===== src/adch_pkg.sv =====
// Package: timing constants and states for the converter host controller
package adch_pkg;
	localparam int CLK_PERIOD_NS = 40;
	localparam int DATA_W        = 16;
	localparam int BYTE_W        = 8;
	localparam int CNT_W         = 8;
	// Host-side minimum times in ns, and device busy times
	localparam int T_TRIG_LOW_NS   = 20;
	localparam int T_TRIG_HIGH_NS  = 20;
	localparam int T_QUIET_NS      = 40;
	localparam int T_RD_LOW_NS     = 50;
	localparam int T_RD_HIGH_NS    = 20;
	localparam int T_RD_TO_TRIG_NS = 50;
	localparam int T_ACQ_NS        = 150;
	localparam int T_BUSY_MAX_NS   = 630;
	localparam int T_BUSY_RISE_NS  = 40;
	// Least times round up, longest times round down, never below one cycle
	function automatic int ns_min_cyc(input int ns);
		int c;
		c = (ns + CLK_PERIOD_NS - 1) / CLK_PERIOD_NS;
		return (c < 1) ? 1 : c;
	endfunction
	function automatic int ns_max_cyc(input int ns);
		int c;
		c = ns / CLK_PERIOD_NS;
		return (c < 1) ? 1 : c;
	endfunction
	localparam int C_TRIG_LOW   = ns_min_cyc(T_TRIG_LOW_NS);
	localparam int C_TRIG_HIGH  = ns_min_cyc(T_TRIG_HIGH_NS);
	localparam int C_QUIET      = ns_min_cyc(T_QUIET_NS);
	localparam int C_RD_LOW     = ns_min_cyc(T_RD_LOW_NS);
	localparam int C_RD_HIGH    = ns_min_cyc(T_RD_HIGH_NS);
	localparam int C_RD_TO_TRIG = ns_min_cyc(T_RD_TO_TRIG_NS);
	localparam int C_ACQ        = ns_min_cyc(T_ACQ_NS);
	// Longest busy time plus busy rise time plus 4 cycles: beyond this the device is hung
	localparam int C_BUSY_TMO   = ns_max_cyc(T_BUSY_MAX_NS) + ns_min_cyc(T_BUSY_RISE_NS) + 4;
	localparam logic [BYTE_W-1:0] FOLD_FILL = 8'hFF;
	typedef enum logic [3:0] {
		ADCH_IDLE, ADCH_ACQ, ADCH_TRIG, ADCH_QUIET, ADCH_BUSY,
		ADCH_RD_LOW, ADCH_RD_HIGH, ADCH_PUSH, ADCH_GAP
	} adch_state_e;
endpackage


===== src/adch_host.sv =====
// Host controller: starts conversions and reads results over the parallel bus
module adch_host
	import adch_pkg::*;
#(
	parameter int DATA_WIDTH = adch_pkg::DATA_W
) (
	// Clock and reset
	input  wire logic                      clk,
	input  wire logic                      sys_rst,
	// User control
	input  wire logic                      start,
	input  wire logic                      byte_mode,
	output logic                           ready_out,
	output logic                           timeout_err,
	// Result stream
	output logic [DATA_WIDTH-1:0]          res_data,
	output logic                           res_valid,
	input  wire logic                      res_ready,
	// Device pins
	output logic                           conversion_trigger_n,
	output logic                           cs_n,
	output logic                           rd_n,
	output logic                           byte_sel,
	input  wire logic                      busy,
	input  wire logic [DATA_WIDTH-1:0]     db_in
);
	import adch_pkg::*;

	// ************************************************
	// Pin synchronisers
	// ************************************************
	logic                  busy_m_reg, busy_s_reg;
	logic [DATA_WIDTH-1:0] db_m_reg, db_s_reg;
	always_ff @(posedge clk) begin
		busy_m_reg <= busy;
		busy_s_reg <= busy_m_reg;
		db_m_reg   <= db_in;
		db_s_reg   <= db_m_reg;
	end

	// ************************************************
	// Two-entry output buffer
	// ************************************************
	logic [DATA_WIDTH-1:0] buf_reg [2];
	logic [DATA_WIDTH-1:0] buf_next [2];
	logic                  rp_reg, rp_next, wp_reg, wp_next;
	logic [1:0]            cnt_reg, cnt_next;
	logic                  push;
	logic [DATA_WIDTH-1:0] push_data;
	logic                  buf_ready;
	logic                  pop;

	assign buf_ready = (cnt_reg != 2'd2);
	assign pop       = res_valid && res_ready;

	always_comb begin
		buf_next = buf_reg;
		wp_next  = wp_reg;
		rp_next  = rp_reg;
		cnt_next = cnt_reg;
		if (push && buf_ready) begin
			buf_next[wp_reg] = push_data;
			wp_next          = ~wp_reg;
		end
		if (pop)
			rp_next = ~rp_reg;
		cnt_next = cnt_reg + 2'((push && buf_ready) ? 1 : 0) - 2'(pop ? 1 : 0);
	end

	always_ff @(posedge clk) begin
		if (sys_rst) begin
			wp_reg  <= 1'b0;
			rp_reg  <= 1'b0;
			cnt_reg <= 2'd0;
		end else begin
			wp_reg  <= wp_next;
			rp_reg  <= rp_next;
			cnt_reg <= cnt_next;
		end
		buf_reg <= buf_next;
	end

	// Output registers mirror the head of the buffer
	always_ff @(posedge clk) begin
		if (sys_rst) begin
			res_valid <= 1'b0;
			res_data  <= '0;
		end else begin
			res_valid <= (cnt_next != 2'd0);
			res_data  <= buf_next[rp_next];
		end
	end

	// ************************************************
	// Conversion and read sequencer
	// ************************************************
	adch_state_e       st_reg, st_next;
	logic [CNT_W-1:0]  tm_reg, tm_next;
	logic              conv_n_next, cs_next, rd_next, bsel_next, err_next, rdy_next;
	logic              half_reg, half_next;
	logic [BYTE_W-1:0] hi_reg, hi_next;
	logic              mode_reg, mode_next;
	logic [DATA_WIDTH-1:0] wd_reg, wd_next;

	always_comb begin
		st_next     = st_reg;
		tm_next     = (tm_reg != '0) ? tm_reg - 1'b1 : tm_reg;
		conv_n_next = conversion_trigger_n;
		cs_next     = cs_n;
		rd_next     = rd_n;
		bsel_next   = byte_sel;
		err_next    = timeout_err;
		rdy_next    = 1'b0;
		half_next   = half_reg;
		hi_next     = hi_reg;
		mode_next   = mode_reg;
		wd_next     = wd_reg;
		push        = 1'b0;
		push_data   = wd_reg;
		case (st_reg)
			ADCH_IDLE: begin
				// Acquisition time runs from the synchronised busy fall
				if (busy_s_reg)
					tm_next = CNT_W'(C_ACQ);
				// Ready only when a start would be taken, so no start is lost
				rdy_next = (tm_reg == '0) && !busy_s_reg;
				// Wait out acquisition and strobe-to-trigger spacing
				if (start && tm_reg == '0 && !busy_s_reg) begin
					mode_next   = byte_mode;
					cs_next     = 1'b0;
					conv_n_next = 1'b0;
					bsel_next   = 1'b0;
					tm_next     = CNT_W'(C_TRIG_LOW);
					rdy_next    = 1'b0;
					st_next     = ADCH_TRIG;
				end
			end
			ADCH_TRIG: begin
				if (tm_reg <= CNT_W'(1)) begin
					conv_n_next = 1'b1;
					// Quiet time counted from the trigger fall
					tm_next     = CNT_W'(C_QUIET - C_TRIG_LOW);
					st_next     = ADCH_QUIET;
				end
			end
			ADCH_QUIET: begin
				if (tm_reg <= CNT_W'(1)) begin
					tm_next = CNT_W'(C_BUSY_TMO);
					st_next = ADCH_BUSY;
				end
			end
			ADCH_BUSY: begin
				// Read only after busy is seen low
				if (!busy_s_reg && tm_reg <= CNT_W'(C_BUSY_TMO - 2 * C_TRIG_LOW - 2)) begin
					rd_next   = 1'b0;
					bsel_next = mode_reg;
					half_next = 1'b0;
					tm_next   = CNT_W'(C_RD_LOW + 2);
					st_next   = ADCH_RD_LOW;
				end else if (tm_reg == '0) begin
					err_next  = 1'b1;
					cs_next   = 1'b1;
					tm_next   = CNT_W'(C_ACQ);
					st_next   = ADCH_IDLE;
				end
			end
			ADCH_RD_LOW: begin
				// Strobe stays low for its minimum plus the pin sync delay
				if (tm_reg <= CNT_W'(1)) begin
					rd_next = 1'b1;
					tm_next = CNT_W'(C_RD_HIGH);
					if (mode_reg && !half_reg) begin
						// Folded read: result low byte on upper lines
						hi_next = db_s_reg[DATA_WIDTH-1 -: BYTE_W];
						st_next = ADCH_RD_HIGH;
					end else begin
						// Latch the word now: the bus is released once the strobe rises
						wd_next = mode_reg ? {db_s_reg[DATA_WIDTH-1 -: BYTE_W], hi_reg}
						                   : db_s_reg;
						st_next = ADCH_PUSH;
					end
				end
			end
			ADCH_RD_HIGH: begin
				if (tm_reg <= CNT_W'(1)) begin
					rd_next   = 1'b0;
					bsel_next = 1'b0;
					half_next = 1'b1;
					tm_next   = CNT_W'(C_RD_LOW + 2);
					st_next   = ADCH_RD_LOW;
				end
			end
			ADCH_PUSH: begin
				push      = 1'b1;
				push_data = wd_reg;
				if (buf_ready) begin
					cs_next   = 1'b1;
					bsel_next = 1'b0;
					tm_next   = CNT_W'((C_RD_TO_TRIG > C_ACQ) ? C_RD_TO_TRIG : C_ACQ);
					st_next   = ADCH_IDLE;
				end
			end
			default: st_next = ADCH_IDLE;
		endcase
		if (start && st_reg == ADCH_IDLE)
			err_next = 1'b0;
	end

	always_ff @(posedge clk) begin
		if (sys_rst) begin
			st_reg               <= ADCH_IDLE;
			tm_reg               <= CNT_W'(C_ACQ);
			conversion_trigger_n <= 1'b1;
			cs_n                 <= 1'b1;
			rd_n                 <= 1'b1;
			byte_sel             <= 1'b0;
			timeout_err          <= 1'b0;
			ready_out            <= 1'b0;
			half_reg             <= 1'b0;
			hi_reg               <= '0;
			mode_reg             <= 1'b0;
			wd_reg               <= '0;
		end else begin
			st_reg               <= st_next;
			tm_reg               <= tm_next;
			conversion_trigger_n <= conv_n_next;
			cs_n                 <= cs_next;
			rd_n                 <= rd_next;
			byte_sel             <= bsel_next;
			timeout_err          <= err_next;
			ready_out            <= rdy_next;
			half_reg             <= half_next;
			hi_reg               <= hi_next;
			mode_reg             <= mode_next;
			wd_reg               <= wd_next;
		end
	end

	// ************************************************
	// Assertions
	// ************************************************
	a_trig_low_width: assert property (@(posedge clk) disable iff (sys_rst)
		$rose(conversion_trigger_n) |-> !$past(conversion_trigger_n, C_TRIG_LOW))
		else $error("trigger low too short");
	a_trig_high_width: assert property (@(posedge clk) disable iff (sys_rst)
		$rose(conversion_trigger_n) |=> conversion_trigger_n)
		else $error("trigger high too short");
	a_cs_before_trig: assert property (@(posedge clk) disable iff (sys_rst)
		$fell(conversion_trigger_n) |-> !cs_n)
		else $error("chip select late for trigger");
	a_quiet_after_trig: assert property (@(posedge clk) disable iff (sys_rst)
		$fell(conversion_trigger_n) |-> (rd_n && $stable(byte_sel)) [*1] ##1 rd_n)
		else $error("bus activity during quiet time");
	a_cs_before_rd: assert property (@(posedge clk) disable iff (sys_rst)
		!rd_n |-> !cs_n)
		else $error("strobe low without chip select");
	a_rd_before_cs: assert property (@(posedge clk) disable iff (sys_rst)
		$rose(cs_n) |-> $past(rd_n))
		else $error("chip select released under low strobe");
	a_rd_low_width: assert property (@(posedge clk) disable iff (sys_rst)
		$fell(rd_n) |-> !rd_n [*2])
		else $error("strobe low too short");
	a_rd_high_width: assert property (@(posedge clk) disable iff (sys_rst)
		$fell(rd_n) |-> $past(rd_n, C_RD_HIGH))
		else $error("strobe high too short");
	a_rd_to_trig: assert property (@(posedge clk) disable iff (sys_rst)
		$rose(rd_n) |-> conversion_trigger_n [*2])
		else $error("trigger too soon after read");
	a_bsel_setup: assert property (@(posedge clk) disable iff (sys_rst)
		$fell(rd_n) && byte_sel |-> mode_reg)
		else $error("byte select high outside byte mode");
	a_read_after_busy: assert property (@(posedge clk) disable iff (sys_rst)
		$fell(rd_n) && !half_next |-> !$past(busy_s_reg))
		else $error("read started while busy");
	a_acq_before_trig: assert property (@(posedge clk) disable iff (sys_rst)
		$fell(conversion_trigger_n) |-> !busy_s_reg && !$past(busy_s_reg, C_ACQ))
		else $error("trigger before acquisition time");
	a_start_taken: assert property (@(posedge clk) disable iff (sys_rst)
		ready_out && start && conversion_trigger_n |=> !conversion_trigger_n && !cs_n)
		else $error("start not taken while ready");
	a_timeout_release: assert property (@(posedge clk) disable iff (sys_rst)
		$rose(timeout_err) |-> cs_n && rd_n)
		else $error("bus not released on timeout");
endmodule


===== config.mk =====
export PLATFORM = sky130hd
export DESIGN_NAME = adch_host
export DESIGN_NICKNAME = d
export VERILOG_FILES = /design/src/adch_pkg.sv /design/src/adch_host.sv
export SDC_FILE = /design/constraint.sdc
export NUM_CORES = 1
export LEC_CHECK = 0
export ABC_AREA = 1
export BUFFER_PORTS_ARGS = -buffer_cell sky130_fd_sc_hd__buf_4
export CORE_ASPECT_RATIO = 1.2
export CORE_MARGIN = 4
export CORE_UTILIZATION = 52
export CTS_CLUSTER_SIZE = 25
export DETAILED_ROUTE_END_ITERATION = 8
export GPL_TIMING_DRIVEN = 0
export PLACE_DENSITY = 0.7
export SETUP_SLACK_MARGIN = 0.2
export SLEW_MARGIN = 20
export SYNTH_ARGS = -nofsm -noshare
export SYNTH_HDL_FRONTEND = slang
export SYNTH_SLANG_ARGS = --single-unit

===== constraint.sdc =====
create_clock -name clk -period 1.7 [get_ports clk]
set_clock_uncertainty 0.1 [all_clocks]
set_input_delay 0 -clock clk [delete_from_list [all_inputs] [get_ports clk]]
set_output_delay 0 -clock clk [all_outputs]
set_load 0.02 [all_outputs]

# Word level (Yosys, flattened, before mapping)
# Cells that the tools add are included.
# Widths: inputs -> output; s select.
# word_totals
out_inout_bits	23
elab_cells	134
inputBits	22
reg_bits	131
# op_classes
bitwise_logic	7
eq_ne	17
reduce_logical	32
order_cmp	5
mux	47
add_sub_neg	3
# ops
cell	n
$mux 8	11
$mux 16	4
$pmux 8 s7	1
$bwmux 32	1
$mux 32	1
$mux 4	8
$pmux 4 s7	1
$ne 2x2->1 const B	10
$demux 16 s1	1
$eq 4x3->1 const B	4
$reduce_and 3->1	5
$mux 1	14
$reduce_and 5->1	2
$logic_and 1x1->1	9
$eq 4x2->1 const B	2
$le 8x1->1 const B	1
$le 8x5->1 const B	1
$logic_not 8->1	1
$reduce_bool 8->1	1
$sub 8x1->8 const B	1
$reduce_and 7->1	1
$pmux 1 s3	2
$reduce_bool 2->1	3
$reduce_bool 3->1	2
other kinds (16)	24

# Depth between registers and ports, before layout
# depth
ltp_word	10
ltp_mapped	13
ltp_nobuf	12

# Worst setup path before layout
# Ideal clock, no wire load.
# synth_timing
path_type	register -> register
startpoint	reg st_reg[0]
endpoint	reg res_valid
synth_period_minus_slack_ps	1869
path_buffers	2
stages_incl_launch_ff	12
t_arrival_ps	1699
path_slack_ps	-169
setup_time_ps	70
required_ps	1530
path_cell_list	dfxtp_1 buf_2 nand2_1 nor2_4 nand2_4 buf_2 ha_1 inv_1 ha_1 xnor2_1 inv_1 a21oi_1
# synth_between
elab_chain_len	7
# synth_rtl
item	line_no	rtl
from (decl)	adch_host.sv:97	adch_state_e st_reg, st_next;
from (signal assigned)	adch_host.sv:224	st_reg <= st_next;
$eq 4x3->1	adch_host.sv:120	case (st_reg)
$mux 1	adch_host.sv:120	
$logic_and 1x1->1	adch_host.sv:67	cnt_next = cnt_reg + 2'((push && buf_ready) ? 1 : 0) - 2'(pop ? 1 : 0);
$mux 1	adch_host.sv:67	
$add 2x1->2	adch_host.sv:67	
$sub 2x1->2	adch_host.sv:67	
$reduce_bool 2->1	adch_host.sv:89	res_valid <= (cnt_next != 2'd0);
to (signal assigned)	adch_host.sv:89	
to (decl)	adch_host.sv:17	output logic res_valid,
# No other way between the ends.
# A chain may end at the register's enable or synchronous reset.

==> run metrics <==
sequential share of the synthesized area=53.6%; RePlAce Congestion=0.901; R2R Path Start=st_reg[0]; worst skew pair latency=0.52 ns; GRT overflow=0; Worst Hold Class=primary input to register; HP Start=db_in[14]; peak supply drop=0.000983 V; Post-Synth Simple-Gate Area=22.9%; fmax=0.550 GHz; initial antenna violation count=0; final setup violation count=39; largest net degree at the start of global routing=17; final net count=718; # IOs=45; Synth Instances=558; filler instances=530; Tmin final=1.82 ns; Synth Area in Compound Gates=11.4%; TritonCTS clock tree=built; global-route wire length before repair=21,400 um; Final period util=107%; Worst Hold Path Cells=2; Placeable Area=9080 sq um; die width=96.2 um; area delta synth->final=52.0%; Pleak=3.25 nW; ANT nets after route=0; final worst slack=-0.119 ns; Worst EP required=2.01 ns; crit path DAT=2.13 ns; crit path capture type=register; XOR/XNOR Fraction of Synth Area=1.44%; H-tree depth=4; total CTS buffers=17; die height=114 um; Mapped Area=4850 sq um; dpl ws=-0.188 ns; number of DRC markers in iteration 0=288; Total Wirelength=13,700 um; Tot GR Track Use=25.8%; clock root buffer=clkbuf_8; Synth Area in Adders=1.29%; CP startpoint kind=register; Worst R2R End=res_data[14]; share of cells above drive strength 1=42.2%; detailed-route DRC error count=0; Final Hold Vio Count=0; DP HPWL=7700 um; WHS Endpoint=db_m_reg[14]; net count after synthesis=585; Fin Setup TNS=-2.08 ns; met2 wire len=7660 um; internal reg-to-reg setup slack=-0.12 ns; Reg area=2620 sq um; number of clock sinks=130; Starting Density=53.5%; DRT Pass-1 Iters=4; Clock transition at path regs=0.06 ns; Die Area=11,000 sq um; Slew Viols, Final=0; synthesized area per cell=8.70 sq um; DR WL/cell=16.6 um; Fin Hold WS=0.0195 ns; CP Class=register to register; outcome=finished with violations; PortBufs=43; mux contribution to synthesized area=2.16%; unrepaired setup endpoints after global routing=yes; Worst Path Max Fanout=7; Vias per Instance=5.17; Multi-input gate area=2470 sq um; Yosys cell types=37; DR vias=4,262; Worst Tran Pin Value=0.849 ns; Syn. warnings=0; clock buffer depth=2; max reg flops=32; PwrDens=1510 nW/um^2; placed instance area=5500 sq um; Design Area, Final=7380 sq um; Routed met1 length=5140 um; vias in the first global route=4,370; WL met3=517 um; top sig layer=met4; Cell Rows=38; violated checks=setup timing; Slew headroom=43.4%; maxcap violations=0; Worst R2R Path Depth=10; Synth Register Bits=130; # diodes=0; main combinational cell family by area after synthesis=simple AND/OR/NAND/NOR gates
## what timing repair did
action,in CTS,in global routing
cloned,7,0
endpoints found under the hold margin,32,0
hold buffers,22,0
resized for setup,111,57
pin swaps,38,25
endpoints found under the setup margin,88,95
setup buffers,37,5
## cell families (layout without fill, tap and decap cells)
group           count (synthesis)  in the layout
compound gates                 99             99
xor+xnor                        8              8
fa+ha+maj                       5              5
buf+inv                        74            220
flops                         130            130
mux                             8              8
simple gates                  234            234
## critical path: stages (launching register included)
cell and delay (ns):
dfxtp_2 0.32, buf_6 0.11, nand2_4 0.05, nor2_4 0.15, nand2_4 0.09, buf_12 0.14, nor2_8 0.12, buf_8 0.16
mux2_4 0.33, nand2_2 0.07, nand2_2 0.05
## final cells by class
type	count	area share [%]
repair buffers	114	14.7
inverters	54	3.05
plain buffers	20	2.46
clock inverters	13	2.82
flip-flops and latches	130	35.5
multi-input cells	354	33.5
well taps	120	2.04
clock buffers	19	5.85
## layout by cell type, fill, tap and decap left out, drive strengths merged
cell	synthesis	routed
xnor2	3	3
a21oi	34	34
mux2	8	8
nand2	141	141
nand3	37	37
o22ai	1	1
buf	14	106
dlygate4sd3	0	22
bufinv	0	5
clkbuf	6	25
xor2	5	5
inv	53	53
o21ai	44	44
o211ai	3	3
nor3	3	3
nor4	1	1
dfxtp	130	130
o21a	16	16
nand3b	2	2
ha	5	5
nor2	49	49
clkinvlp	0	4
clkinv	1	5
a31oi	1	1
nand4	1	1
## metrics by stage
step / instances / util, % / power, mW
floorplan: 558 / - / 5.57
global placement: 721 / 60.5 / 6.21
finish: 824 / 81.2 / 11.1
CTS: 819 / 78.5 / 10.9
detailed placement: 721 / 60.5 / 6.25
global route: 824 / 81.2 / 11.7
## cell usage after synthesis
cell type  number  area, sq um
dfxtp_1       130         2600
nand3b_1        2         15.0
nand2_8         2         40.0
o21a_1         16          120
nand2_2         2         12.5
nor3_1          3         15.0
mux2_2          4         45.0
ha_1            5         62.6
buf_4           3         22.5
nor2_1         38          143
o21ai_1         6         30.0
nor4_1          1         6.26
o211ai_1        3         22.5
nand4_1         1         6.26
nor2_8          3         60.1
a31oi_1         1         6.26
mux2_4          4         60.1
inv_1          46          173
xnor2_1         3         26.3
clkbuf_1        6         22.5
nor2_2          4         25.0
o22ai_1         1         6.26
o21ai_0        38          190
clkinv_1        1         3.75
a21oi_2         2         17.5
nand3_1        34          170
nand3_2         3         30.0
buf_6           5         56.3
xor2_1          5         43.8
inv_2           5         18.8
buf_2           5         25.0
inv_4           2         12.5
nand2_4         4         45.0
nor2_4          4         45.0
nand2_1       133          499
a21oi_1        32          160
buf_8           1         15.0
## metal layers
metal	track usage (%)	vias to the layer above
met1	27.5	2031
met5	0	-
met4	10.2	0
met3	6.27	35
li1	-	2069
met2	47.7	127
## power by group
part | total (mW) | internal, mW | switching (mW)
Sequential | 3.63 | 3.43 | 0.207
Clock | 3.93 | 2.57 | 1.36
Combinational | 3.58 | 1.56 | 2.02
## worst max path at each step
| stage | startpoint | endpoint | slack (ns) | cells after the start |
|---|---|---|---|---|
| after floorplan | st_reg[0] | res_valid | -0.03 | 11 |
| after global placement | st_reg[0] | res_valid | -0.18 | 11 |
| after detailed placement | st_reg[0] | res_valid | -0.19 | 11 |
| after CTS | st_reg[0] | res_valid | -0.08 | 11 |
| after global routing | tm_reg[1] | hi_reg[0] | -0.19 | 12 |
| final | st_reg[0] | res_data[14] | -0.12 | 10 |
Note: power is estimated with default switching activity, not from simulation.
